[config.mk]
export PLATFORM = sky130hd
export DESIGN_NAME = usb_ep_device_flat
export DESIGN_NICKNAME = d
export VERILOG_FILES = /design/src/rtl/usb_ep_pkg.sv /design/src/rtl/usb_ep_if.sv /design/src/rtl/usb_ep_device.sv /design/src/flat_wrapper.sv
export SDC_FILE = /design/constraint.sdc
export NUM_CORES = 1
export LEC_CHECK = 0
export BUFFER_PORTS_ARGS = -buffer_cell sky130_fd_sc_hd__buf_2
export CAP_MARGIN = 20
export CORE_MARGIN = 2
export CORE_UTILIZATION = 35
export CTS_BUF_LIST = sky130_fd_sc_hd__clkbuf_8
export CTS_CLUSTER_DIAMETER = 40
export DETAILED_ROUTE_END_ITERATION = 10
export PLACE_DENSITY = 0.6
export SYNTH_ARGS = -nofsm -noshare
export SYNTH_HDL_FRONTEND = slang
export SYNTH_SLANG_ARGS = --single-unit
[constraint.sdc]
create_clock -name CLK -period 2.3 [get_ports CLK]
set_clock_uncertainty 0.1 [all_clocks]
set_input_delay 0.69 -clock CLK [delete_from_list [all_inputs] [get_ports CLK]]
set_output_delay 0.69 -clock CLK [all_outputs]
set_load 0.01 [all_outputs]
[src/rtl/usb_ep_pkg.sv]
// ==========================================================================
// shared constants for the endpoint control block and its controller
package usb_ep_pkg;

	// ======================================================================
	// device register offsets (device's own register port)
	localparam logic [7:0] OFF_EP0_OUT_CTRL = 8'hF3;
	localparam logic [7:0] OFF_EPA_MPS_HI   = 8'hF8;
	localparam logic [7:0] OFF_EPA_MPS_LO   = 8'hF9;
	localparam logic [7:0] OFF_EPA_CFG      = 8'hFA;
	localparam logic [7:0] OFF_DEV_EVENT    = 8'h20;

	// control endpoint OUT control fields
	localparam int B_AUTO_NAK   = 7;
	localparam int B_TOGGLE     = 4;
	localparam int B_TOG_ONE    = 3;
	localparam int B_TOG_ZERO   = 2;
	localparam int B_NAK_HOLD   = 1;
	localparam int B_STALL_HOLD = 0;

	// endpoint A configuration fields
	localparam int B_DIR_IN     = 7;
	localparam int B_INT_MODE   = 6;
	localparam int B_ISO        = 5;
	localparam int EPNUM_MSB    = 3;
	localparam int MPS_HI_MSB   = 2;

	// device event status fields
	localparam int B_SETUP_FLAG = 0;

	// reset values
	localparam logic [7:0]  RST_EP0_OUT_CTRL = 8'h00;
	localparam logic [7:0]  RST_EPA_CFG      = 8'h00;
	localparam logic [10:0] RST_EPA_MPS      = 11'h000;

	// maximum packet size limits
	localparam logic [10:0] MPS_INT_FS  = 11'h040;
	localparam logic [10:0] MPS_INT_HS  = 11'h200;
	localparam logic [10:0] MPS_BULK_HS = 11'h200;
	localparam logic [10:0] MPS_ISO_FS  = 11'h3FF;
	localparam logic [10:0] MPS_ISO_HS  = 11'h400;

	// ======================================================================
	// controller register offsets on the AHB-Lite bus
	localparam logic [7:0] A_CMD    = 8'h00;
	localparam logic [7:0] A_TXN    = 8'h04;
	localparam logic [7:0] A_STATUS = 8'h08;
	localparam logic [7:0] A_CTRL   = 8'h0C;

	// command word and transaction word fields
	localparam int C_ADDR_LSB = 8;
	localparam int C_DATA_LSB = 16;
	localparam int T_KIND_LSB = 4;
	localparam int T_PID      = 6;
	localparam int T_ERR      = 7;
	localparam int T_LEN_LSB  = 16;

	// status word fields
	localparam int S_BUSY     = 0;
	localparam int S_RESP_LSB = 1;
	localparam int S_REFUSED  = 3;
	localparam int S_RD_LSB   = 8;

	// ======================================================================
	// enumerations
	typedef enum logic [1:0] {KIND_OUT, KIND_IN, KIND_SETUP, KIND_PING} kind_e;
	typedef enum logic [1:0] {RESP_NONE, RESP_ACK, RESP_NAK, RESP_STALL} resp_e;
	typedef enum logic [1:0] {OP_NONE, OP_WRITE, OP_READ} op_e;

endpackage

[src/rtl/usb_ep_if.sv]
`timescale 1ns/10ps
// ==========================================================================
// link between the endpoint control block and its controller
interface usb_ep_if import usb_ep_pkg::*; ();
	// register port
	logic        reg_wr;
	logic        reg_rd;
	logic [7:0]  reg_addr;
	logic [7:0]  reg_wdata;
	logic [7:0]  reg_rdata;
	// transaction events
	logic        tx_start;
	kind_e       tx_kind;
	logic [3:0]  tx_ep;
	logic        tx_pid;
	logic [10:0] tx_len;
	logic        tx_end;
	logic        tx_err;
	// handshake answer
	logic        resp_valid;
	resp_e       resp_code;

	modport dev (
		input  reg_wr, reg_rd, reg_addr, reg_wdata,
		input  tx_start, tx_kind, tx_ep, tx_pid, tx_len, tx_end, tx_err,
		output reg_rdata, resp_valid, resp_code
	);

	modport ctl (
		output reg_wr, reg_rd, reg_addr, reg_wdata,
		output tx_start, tx_kind, tx_ep, tx_pid, tx_len, tx_end, tx_err,
		input  reg_rdata, resp_valid, resp_code
	);
endinterface

[src/rtl/usb_ep_device.sv]
// The AHB-Lite slave port was left to the implementer.
`timescale 1ns/10ps
module usb_ep_device import usb_ep_pkg::*; #(
	parameter int MPS_BITS = 11
) (
	// clock and reset
	input  wire logic        CLK,
	input  wire logic        RST_B,
	// link to the controller
	usb_ep_if.dev            LINK,
	// user side status
	output logic             EP0_OUT_TOGGLE,
	output logic             SETUP_RECEIVED,
	output logic [10:0]      EPA_MAX_PACKET,
	output logic             EPA_DIR_IN,
	output logic             EPA_TOGGLE
);

	// ======================================================================
	// elaboration check
	if (MPS_BITS < 9 || MPS_BITS > 11)
	begin : g_bad_mps
		$error("MPS_BITS must lie between 9 and 11");
	end

	// ======================================================================
	// state
	logic                auto_nak_q;
	logic                tog0_q;
	logic                tog0_d;
	logic                nak_q;
	logic                nak_d;
	logic                nak_pend_q;
	logic                nak_pend_d;
	logic                stall_q;
	logic                stall_d;
	logic                setup_q;
	logic                setup_d;
	logic [MPS_BITS-1:0] mps_q;
	logic                dir_in_q;
	logic                intm_q;
	logic                iso_q;
	logic [3:0]          epnum_q;
	logic                toga_q;
	logic                toga_d;
	logic                busy_q;
	kind_e               kind_q;
	logic                hit0_q;
	logic                hita_q;
	logic                pid_q;
	resp_e               resp_q;
	logic [7:0]          rdata_q;
	logic                rv_q;

	// ======================================================================
	// register decode
	wire logic [7:0] wd     = LINK.reg_wdata;
	wire logic       wr_ctl = LINK.reg_wr && (LINK.reg_addr == OFF_EP0_OUT_CTRL);
	wire logic       wr_hi  = LINK.reg_wr && (LINK.reg_addr == OFF_EPA_MPS_HI);
	wire logic       wr_lo  = LINK.reg_wr && (LINK.reg_addr == OFF_EPA_MPS_LO);
	wire logic       wr_cfg = LINK.reg_wr && (LINK.reg_addr == OFF_EPA_CFG);
	wire logic       wr_evt = LINK.reg_wr && (LINK.reg_addr == OFF_DEV_EVENT);
	wire logic [10:0] mps11 = 11'(mps_q);

	// read mux; reserved and unmapped bits read zero
	wire logic [7:0] rd_ctl = {auto_nak_q, 2'b00, tog0_q, 2'b00, nak_q, stall_q};
	wire logic [7:0] rd_hi  = {5'h00, mps11[10:8]};
	wire logic [7:0] rd_lo  = mps11[7:0];
	wire logic [7:0] rd_cfg = {dir_in_q, intm_q, iso_q, 1'b0, epnum_q};
	wire logic [7:0] rd_evt = {7'h00, setup_q};
	wire logic [7:0] rd_mux =
		(LINK.reg_addr == OFF_EP0_OUT_CTRL) ? rd_ctl :
		(LINK.reg_addr == OFF_EPA_MPS_HI)   ? rd_hi  :
		(LINK.reg_addr == OFF_EPA_MPS_LO)   ? rd_lo  :
		(LINK.reg_addr == OFF_EPA_CFG)      ? rd_cfg :
		(LINK.reg_addr == OFF_DEV_EVENT)    ? rd_evt : 8'h00;

	// ======================================================================
	// answer chosen when the token arrives, so later writes cannot change it
	wire logic  is_out  = (LINK.tx_kind == KIND_OUT);
	wire logic  is_ping = (LINK.tx_kind == KIND_PING);
	wire logic  is_in   = (LINK.tx_kind == KIND_IN);
	wire logic  hit0    = (LINK.tx_ep == 4'h0);
	// endpoint number zero never matches endpoint A
	wire logic  dir_ok  = dir_in_q ? is_in : (is_out || is_ping);
	wire logic  hita    = !hit0 && (LINK.tx_ep == epnum_q) && dir_ok;

	// control endpoint: stall beats nak beats ack; IN side lives elsewhere
	wire resp_e resp0 =
		(LINK.tx_kind == KIND_SETUP) ? RESP_ACK :
		!(is_out || is_ping)         ? RESP_NONE :
		stall_q                      ? RESP_STALL :
		nak_q                        ? RESP_NAK : RESP_ACK;

	// endpoint A: iso has no handshake, oversize OUT is dropped
	wire resp_e respa =
		iso_q                           ? RESP_NONE :
		is_ping                         ? (intm_q ? RESP_NONE : RESP_ACK) :
		(is_out && LINK.tx_len > mps11) ? RESP_NONE : RESP_ACK;

	wire resp_e resp_start = hit0 ? resp0 : (hita ? respa : RESP_NONE);

	// ======================================================================
	// completion events
	wire logic ended      = LINK.tx_end && busy_q;
	wire logic end_ok     = ended && !LINK.tx_err;
	wire logic setup_done = end_ok && hit0_q && (kind_q == KIND_SETUP);
	wire logic out0_take  = end_ok && hit0_q && (kind_q == KIND_OUT)
	                        && (resp_q == RESP_ACK) && (pid_q == tog0_q);
	// always-toggle IN flips whatever the outcome; otherwise only on success
	wire logic a_norm     = end_ok && (resp_q == RESP_ACK)
	                        && ((kind_q == KIND_IN) || ((kind_q == KIND_OUT) && (pid_q == toga_q)));
	wire logic a_flip     = ended && hita_q && !iso_q
	                        && (((kind_q == KIND_IN) && intm_q) || a_norm);

	// ======================================================================
	// control endpoint OUT toggle
	always_comb
	begin
		tog0_d = tog0_q;
		if (out0_take)
			tog0_d = ~tog0_q;
		if (setup_done)
			tog0_d = 1'b1; // data stage after setup starts at one
		if (wr_ctl && wd[B_TOG_ONE])
			tog0_d = 1'b1;
		if (wr_ctl && wd[B_TOG_ZERO])
			tog0_d = 1'b0;
	end

	// nak_hold: hardware sets win over a software clear in the same cycle
	always_comb
	begin
		nak_d      = nak_q;
		nak_pend_d = nak_pend_q;
		if (wr_ctl && wd[B_NAK_HOLD])
		begin
			if (busy_q && !LINK.tx_end)
				nak_pend_d = 1'b1;
			else
				nak_d = 1'b1;
		end
		else if (wr_ctl && !setup_q)
		begin
			nak_d      = 1'b0;
			nak_pend_d = 1'b0;
		end
		if (ended && nak_pend_q)
		begin
			nak_d      = 1'b1;
			nak_pend_d = 1'b0;
		end
		if (out0_take && auto_nak_q)
			nak_d = 1'b1;
		if (setup_done)
			nak_d = 1'b1;
	end

	// stall_hold, setup flag and endpoint A toggle
	always_comb
	begin
		stall_d = stall_q;
		if (wr_ctl && !wd[B_STALL_HOLD])
			stall_d = 1'b0;
		else if (wr_ctl && !setup_q)
			stall_d = 1'b1;
		if (setup_done)
			stall_d = 1'b0;
		setup_d = setup_q;
		if (wr_evt && wd[B_SETUP_FLAG])
			setup_d = 1'b0;
		if (setup_done)
			setup_d = 1'b1; // a new setup beats its own clear
		toga_d = toga_q;
		if (a_flip)
			toga_d = ~toga_q;
		if (wr_cfg)
			toga_d = 1'b0; // reconfiguring restarts the sequence
	end

	// ======================================================================
	// control endpoint registers and the endpoint A toggle
	always_ff @(posedge CLK)
	begin
		if (!RST_B)
		begin
			auto_nak_q <= RST_EP0_OUT_CTRL[B_AUTO_NAK];
			tog0_q     <= RST_EP0_OUT_CTRL[B_TOGGLE];
			nak_q      <= RST_EP0_OUT_CTRL[B_NAK_HOLD];
			stall_q    <= RST_EP0_OUT_CTRL[B_STALL_HOLD];
			nak_pend_q <= 1'b0;
			setup_q    <= 1'b0;
			toga_q     <= 1'b0;
		end
		else
		begin
			if (wr_ctl)
				auto_nak_q <= wd[B_AUTO_NAK];
			tog0_q     <= tog0_d;
			nak_q      <= nak_d;
			stall_q    <= stall_d;
			nak_pend_q <= nak_pend_d;
			setup_q    <= setup_d;
			toga_q     <= toga_d;
		end
	end

	// endpoint A configuration
	always_ff @(posedge CLK)
	begin
		if (!RST_B)
		begin
			mps_q    <= MPS_BITS'(RST_EPA_MPS);
			dir_in_q <= RST_EPA_CFG[B_DIR_IN];
			intm_q   <= RST_EPA_CFG[B_INT_MODE];
			iso_q    <= RST_EPA_CFG[B_ISO];
			epnum_q  <= RST_EPA_CFG[EPNUM_MSB:0];
		end
		else
		begin
			if (wr_hi)
				mps_q <= MPS_BITS'({wd[MPS_HI_MSB:0], mps11[7:0]});
			if (wr_lo)
				mps_q <= MPS_BITS'({mps11[10:8], wd});
			if (wr_cfg)
			begin
				dir_in_q <= wd[B_DIR_IN];
				intm_q   <= wd[B_INT_MODE];
				iso_q    <= wd[B_ISO];
				epnum_q  <= wd[EPNUM_MSB:0];
			end
		end
	end

	// ======================================================================
	// transaction tracking and answers
	always_ff @(posedge CLK)
	begin
		if (!RST_B)
		begin
			busy_q  <= 1'b0;
			kind_q  <= KIND_OUT;
			hit0_q  <= 1'b0;
			hita_q  <= 1'b0;
			pid_q   <= 1'b0;
			resp_q  <= RESP_NONE;
			rv_q    <= 1'b0;
			rdata_q <= 8'h00;
		end
		else
		begin
			rv_q <= LINK.tx_start;
			if (LINK.tx_start)
			begin
				busy_q <= 1'b1;
				kind_q <= LINK.tx_kind;
				hit0_q <= hit0;
				hita_q <= hita;
				pid_q  <= LINK.tx_pid;
				resp_q <= resp_start;
			end
			else if (LINK.tx_end)
				busy_q <= 1'b0;
			if (LINK.reg_rd)
				rdata_q <= rd_mux;
		end
	end

	// ======================================================================
	// outputs
	assign LINK.reg_rdata  = rdata_q;
	assign LINK.resp_valid = rv_q;
	assign LINK.resp_code  = resp_q;
	assign EP0_OUT_TOGGLE  = tog0_q;
	assign SETUP_RECEIVED  = setup_q;
	assign EPA_MAX_PACKET  = mps11;
	assign EPA_DIR_IN      = dir_in_q;
	assign EPA_TOGGLE      = toga_q;

endmodule

[src/flat_wrapper.sv]
// flat-port wrapper written by rule: the top's interface ports become plain ports
module usb_ep_device_flat import usb_ep_pkg::*;
#(
	parameter int MPS_BITS = 11
)
  (CLK, RST_B, EP0_OUT_TOGGLE, SETUP_RECEIVED, EPA_MAX_PACKET, EPA_DIR_IN, EPA_TOGGLE, LINK_reg_wr, LINK_reg_rd, LINK_reg_addr, LINK_reg_wdata, LINK_tx_start, LINK_tx_kind, LINK_tx_ep, LINK_tx_pid, LINK_tx_len, LINK_tx_end, LINK_tx_err, LINK_reg_rdata, LINK_resp_valid, LINK_resp_code);
  usb_ep_if LINK_i ();
  input  wire logic CLK;
  input  wire logic RST_B;
  output logic EP0_OUT_TOGGLE;
  output logic SETUP_RECEIVED;
  output logic [10:0] EPA_MAX_PACKET;
  output logic EPA_DIR_IN;
  output logic EPA_TOGGLE;
  input wire logic [$bits(LINK_i.reg_wr)-1:0] LINK_reg_wr;
  input wire logic [$bits(LINK_i.reg_rd)-1:0] LINK_reg_rd;
  input wire logic [$bits(LINK_i.reg_addr)-1:0] LINK_reg_addr;
  input wire logic [$bits(LINK_i.reg_wdata)-1:0] LINK_reg_wdata;
  input wire logic [$bits(LINK_i.tx_start)-1:0] LINK_tx_start;
  input wire logic [$bits(LINK_i.tx_kind)-1:0] LINK_tx_kind;
  input wire logic [$bits(LINK_i.tx_ep)-1:0] LINK_tx_ep;
  input wire logic [$bits(LINK_i.tx_pid)-1:0] LINK_tx_pid;
  input wire logic [$bits(LINK_i.tx_len)-1:0] LINK_tx_len;
  input wire logic [$bits(LINK_i.tx_end)-1:0] LINK_tx_end;
  input wire logic [$bits(LINK_i.tx_err)-1:0] LINK_tx_err;
  output wire logic [$bits(LINK_i.reg_rdata)-1:0] LINK_reg_rdata;
  output wire logic [$bits(LINK_i.resp_valid)-1:0] LINK_resp_valid;
  output wire logic [$bits(LINK_i.resp_code)-1:0] LINK_resp_code;
  assign LINK_i.reg_wr = LINK_reg_wr;
  assign LINK_i.reg_rd = LINK_reg_rd;
  assign LINK_i.reg_addr = LINK_reg_addr;
  assign LINK_i.reg_wdata = LINK_reg_wdata;
  assign LINK_i.tx_start = LINK_tx_start;
  assign LINK_i.tx_kind = LINK_tx_kind;
  assign LINK_i.tx_ep = LINK_tx_ep;
  assign LINK_i.tx_pid = LINK_tx_pid;
  assign LINK_i.tx_len = LINK_tx_len;
  assign LINK_i.tx_end = LINK_tx_end;
  assign LINK_i.tx_err = LINK_tx_err;
  assign LINK_reg_rdata = LINK_i.reg_rdata;
  assign LINK_resp_valid = LINK_i.resp_valid;
  assign LINK_resp_code = LINK_i.resp_code;
  usb_ep_device #(.MPS_BITS(MPS_BITS)) u_core (.CLK(CLK), .RST_B(RST_B), .LINK(LINK_i), .EP0_OUT_TOGGLE(EP0_OUT_TOGGLE), .SETUP_RECEIVED(SETUP_RECEIVED), .EPA_MAX_PACKET(EPA_MAX_PACKET), .EPA_DIR_IN(EPA_DIR_IN), .EPA_TOGGLE(EPA_TOGGLE));
endmodule
# Word level (Yosys, flattened, before mapping)
# Index checks and enable logic that the tools add are counted.
dict set report word_totals {
  regBits 42
  elab_cells 129
  inputBits 41
  out_inout_bits 26
}
dict set report classes {
  n_bitwise 4
  magnitude_cmp 1
  n_mux 32
  reduce_logical 55
  n_eq_ne 16
}
# operator count
set ops {}
lappend ops {{$mux W8} 5}
lappend ops {{$eq A8 B8 Y1 const B} 4}
lappend ops {{$logic_and A1 B1 Y1} 31}
lappend ops {{$mux W1} 19}
lappend ops {{$mux W2} 8}
lappend ops {{$gt A11 B11 Y1} 1}
lappend ops {{$eq A8 B6 Y1 const B} 1}
lappend ops {{$eq A2 B1 Y1 const B} 3}
lappend ops {{$eq A2 B2 Y1 const B} 3}
lappend ops {{$logic_not A1 Y1} 6}
lappend ops {{$reduce_and A2 Y1} 3}
lappend ops {{$reduce_bool A2 Y1} 3}
lappend ops {{$reduce_or A2 Y1} 3}
lappend ops {{$ne A5 B4 Y1 const B} 1}
lappend ops {{$reduce_bool A5 Y1} 1}
lappend ops {{$eq A4 B4 Y1} 1}
lappend ops {{$logic_not A2 Y1} 2}
lappend ops {{$logic_not A4 Y1} 1}
lappend ops {{$not A1 Y1} 4}
lappend ops {{$logic_or A1 B1 Y1} 3}
lappend ops {{$reduce_bool A3 Y1} 1}
lappend ops {{$reduce_or A3 Y1} 1}
lappend ops {{$eq A1 B1 Y1} 2}
lappend ops {{$ne A2 B2 Y1 const B} 1}

# Depth between registers and ports, before layout
dict set report depth {
  word_depth 9
  mapped_depth 6
  depth_no_buf 6
}

# Least setup slack after synthesis
# OpenSTA, ideal clock, no wires.
dict set report synth_timing {
  path_kind {input to register}
  startpoint {in LINK_tx_kind[0]}
  endpoint {reg u_core.resp_q[0] (netlist: u_core.LINK.resp_code[0])}
  slack_ns 0.278
  arrival_ns 1.842
  required_ns 2.121
  cell_stages 6
  setup_time_ns 0.079
  path_buffers 0
  cell_sequence {inv_1 > ha_1 > or2_2 > a211oi_1 > nand4_1 > a22oi_1}
}
dict set report synth_between {
  elab_chain_cells 7
  elab_cells_between_ends 15
  classes_between {3 x eq/ne; 8 x mux; 4 x reduce/logical}
}
# element line_no
set synth_rtl {}
lappend synth_rtl {{start: declaration} flat_wrapper.sv:20} ;# input wire logic [$bits(LINK_i.tx_kind)-1:0] LINK_tx_kind;
lappend synth_rtl {{$logic_not A2 Y1} usb_ep_device.sv:80} ;# wire logic is_out = (LINK.tx_kind == KIND_OUT);
lappend synth_rtl {{$logic_and A1 B1 Y1} usb_ep_device.sv:99} ;# (is_out && LINK.tx_len > mps11) ? RESP_NONE : RESP_ACK;
lappend synth_rtl {{$mux W1} usb_ep_device.sv:99}
lappend synth_rtl {{$mux W2} usb_ep_device.sv:98} ;# is_ping ? (intm_q ? RESP_NONE : RESP_ACK) :
lappend synth_rtl {{$mux W2} usb_ep_device.sv:97} ;# iso_q ? RESP_NONE :
lappend synth_rtl {{$mux W2} usb_ep_device.sv:101} ;# wire resp_e resp_start = hit0 ? resp0 : (hita ? respa : RESP_NONE);
lappend synth_rtl {{$mux W2 (*)} usb_ep_device.sv:101}
lappend synth_rtl {{end signal: assignment} usb_ep_device.sv:260} ;# resp_q <= resp_start;
lappend synth_rtl {{end: declaration} usb_ep_device.sv:51} ;# resp_e resp_q;
# Every way passes the cells marked *; elsewhere a longest branch is shown, timed or not.
# A chain may end at the register's enable or synchronous reset.

# Worst setup path after layout
# Ends and elaborated chain as after synthesis.

==> summary.txt <==
Outcome
  – Status: finished, final reports clean

Timing
  – RSZ-0062 raised after global routing: no
  – Setup violators final: 0
  – Least-Margin Pin Slew: 475 ps
  – Final hold vios: 0
  – Maximum clock rate: 0.510 GHz
  – Crit share post-route: 0.852
  – Rel. slew slack: 0.683
  – Fin. max-slew vios: 0
  – Minimum clock period: 1960 ps
  – Setup TNS: 0 ps

Placement
  – IO Port Bufs: 66
  – Global placement routability congestion: 0.862
  – Cell count after placement: 444
  – Hpwl dp: 5350 um

Run
  – MaxCap Viol Count: 0

Floorplanning
  – Die width: 88.0 um
  – Core Footprint: 6790 um2
  – Die Y-Extent: 88.0 um
  – Initial Util: 0.364
  – Io pins: 67
  – Die area: 7740 um2
  – # rows: 30

Final layout
  – Final std cells w/o fill: 452
  – Share of cells above drive strength 1: 0.244
  – Area of the multi-input gates: 1470 um2
  – Area delta synth->final: 21.4%
  – Reg area: 841 um2
  – Diodes inserted: 0
  – Fillers: 713
  – Nets: 411
  – Util after Layout: 0.441

Global routing
  – Aggregate global-route resource usage: 0.179
  – First-pass GRT wire length: 10600 um
  – Pin count of the biggest net entering global routing: 35
  – Vias in the first global route: 2067
  – Initial antenna violation count: 0
  – GRT overflow: 0

Synth
  – Synth Area in Adders: 0.0760
  – Count leader, synth: dfxtp_1
  – Yosys cell types: 53
  – Async set-reset flop share out of synthesis: 0
  – Synth area leaders: dfxtp_1 34%, mux2i_1 9.3%, ha_1 7.6%, nand2_1 5.6%, inv_1 3.5%
  – Mux contribution to synthesized area: 0.0978
  – Count of state elements after synthesis: 42
  – Cells after Synth: 288
  – Post-synth EDFFs: 0
  – Xor and xnor area share after synthesis: 0.0177
  – Top post-synthesis cells by count: 42 x dfxtp_1, 37 x nand2_1, 23 x inv_1, 23 x mux2i_1, 16 x a21oi_1
  – Combinational family with the most area after synthesis: simple AND/OR/NAND/NOR gates
  – Share of the synthesized area in the top cell type: 0.340
  – Avg Cell Area, Syn: 8.58 um2
  – Warnings from Yosys: 0
  – Cell area after synthesis: 2470 um2
  – Main synth FF type: dfxtp_1
  – Cell taking the most area after synthesis: dfxtp_1
  – Synth Area in Compound Gates: 0.167
  – Post-synthesis simple-gate area fraction: 0.239
  – Register area share after synthesis: 0.340
  – Syn_nets: 344

Route
  – Total number of vias: 2325
  – Wire per inst: 15.2 um
  – 1st-iter DRT viols: 116
  – Total wire length: 6880 um
  – Vias/cell: 5.14
  – Pre-Repair DR Iteration Count: 4
  – DRC viols: 0
  – Remaining antenna violation count: 0

Critical path
  – Worst setup path class: input pin to flop
  – CP Launch Type: input pin
  – Critical path capture point type: flop
  – Arr. time, crit path: 2080 ps
  – R2R cell count: 6
  – Data required time at the worst endpoint: 2420 ps
  – CP max FO: 4

CTS
  – Post-cts hold buffer count: 0
  – Clk sinks: 42
  – CTS max path bufs: 2
  – Clk pin slew, worst setup/hold paths: 80 ps
  – Postcts setup bufs: 0
  – Inserted Clock Buffers: 5
  – Clock Tree Root: clkbuf_8
  – H-tree levels: 2
  – CTS tree: built
  – Worst-Skew Late Latency: 300 ps
  – CTS resizes: 0

Power and ir drop
  – Leak: 1.28 nW
  – PwrDens: 472 nW/um2
  – Max rail drop VDD: 0.191 mV

Worst hold path
  – Hold Path Class: flop to flop
  – Hold path cells: 2
cell usage in the layout (no fill, tap or decap), drive strengths merged, types with 3 or more instances in the layout:
master   n
a211oi   7
a21oi   16
a22o     3
a31oi    4
and3     4
and3b    4
and4b    3
buf     73
clkbuf   6
dfxtp   42
ha      15
inv     24
mux2i   23
nand2   37
nand2b   7
nand3    8
nand3b   4
nand4    6
nor2    12
nor2b    6
nor3     4
nor3b    3
nor4     5
o21ai    5
xor2     4
power by group:
part | internal (W) | leakage (nW) | switching, W
clock | 0.000238 | 0.0524 | 0.000265
combinational | 0.0000713 | 0.893 | 0.000102
sequential | 0.000733 | 0.339 | 0.00000643
total | 0.00104 | 1.28 | 0.000373
layer usage:
layer  wire (um)  GRT usage  vias to the layer above
met5           0          0                        -
met4         128     0.0601                        0
met3         402     0.0358                        8
met2        3040      0.269                       72
met1        3310      0.255                     1068
li1            -          -                     1177
metrics by stage:
stage               setup slack [ps]  instance area (um2)  power [W]  hold slack [ps]
CTS                              355                 3000    0.00143              368
finish                           340                 3000    0.00142              369
floorplan                        278                 2470   0.000850              340
detailed placement              46.3                 2910   0.000929              355
global route                     261                 3000    0.00147              392
global placement                84.7                 2910   0.000927              354
worst max-delay path, stage by stage:
cell and delay (ps):
buf_2 110, inv_1 60, ha_1 310, or2_2 280, a211oi_1 300, nand4_1 130, a22oi_1 190
final timing paths:
check                                             start  slack, ps                                     to
setup / recovery                        LINK_tx_kind[0]        340  u_core.LINK.resp_code[0]$_SDFFE_PN0P_
hold / removal               u_core.hit0_q$_SDFFE_PN0P_        370             u_core.hit0_q$_SDFFE_PN0P_
setup reg to reg  u_core.EPA_MAX_PACKET[8]$_SDFFE_PN0P_        500  u_core.LINK.resp_code[0]$_SDFFE_PN0P_
hold reg to reg              u_core.hit0_q$_SDFFE_PN0P_        370             u_core.hit0_q$_SDFFE_PN0P_
sequential cells by signal (all words and copies together) (netlist names):
signal,cells
u_core.pid_q,1
u_core.hit0_q,1
u_core.LINK.resp_code,2
u_core.LINK.reg_rdata,8
u_core.busy_q,1
u_core.hita_q,1
u_core.EP0_OUT_TOGGLE,1
u_core.nak_q,1
u_core.nak_pend_q,1
u_core.iso_q,1
u_core.auto_nak_q,1
u_core.EPA_TOGGLE,1
u_core.EPA_MAX_PACKET,11
u_core.SETUP_RECEIVED,1
u_core.epnum_q,4
u_core.LINK.resp_valid,1
u_core.EPA_DIR_IN,1
u_core.intm_q,1
u_core.kind_q,2
u_core.stall_q,1
kinds of logic after synthesis:
logic type	count (synthesis)
flops	42
fa+ha+maj	15
buf+inv	37
compound gates	58
simple gates	107
mux	24
xor+xnor	5
cell type report:
cell class | instances | share of cell area
clock buffer | 6 | 0.0275
clock inverter | 2 | 0.00292
inverter | 24 | 0.0300
multi-input combinational | 209 | 0.491
sequential | 42 | 0.280
tap | 96 | 0.0400
timing repair buffer | 73 | 0.128
Power figures use the tool's default switching activity.
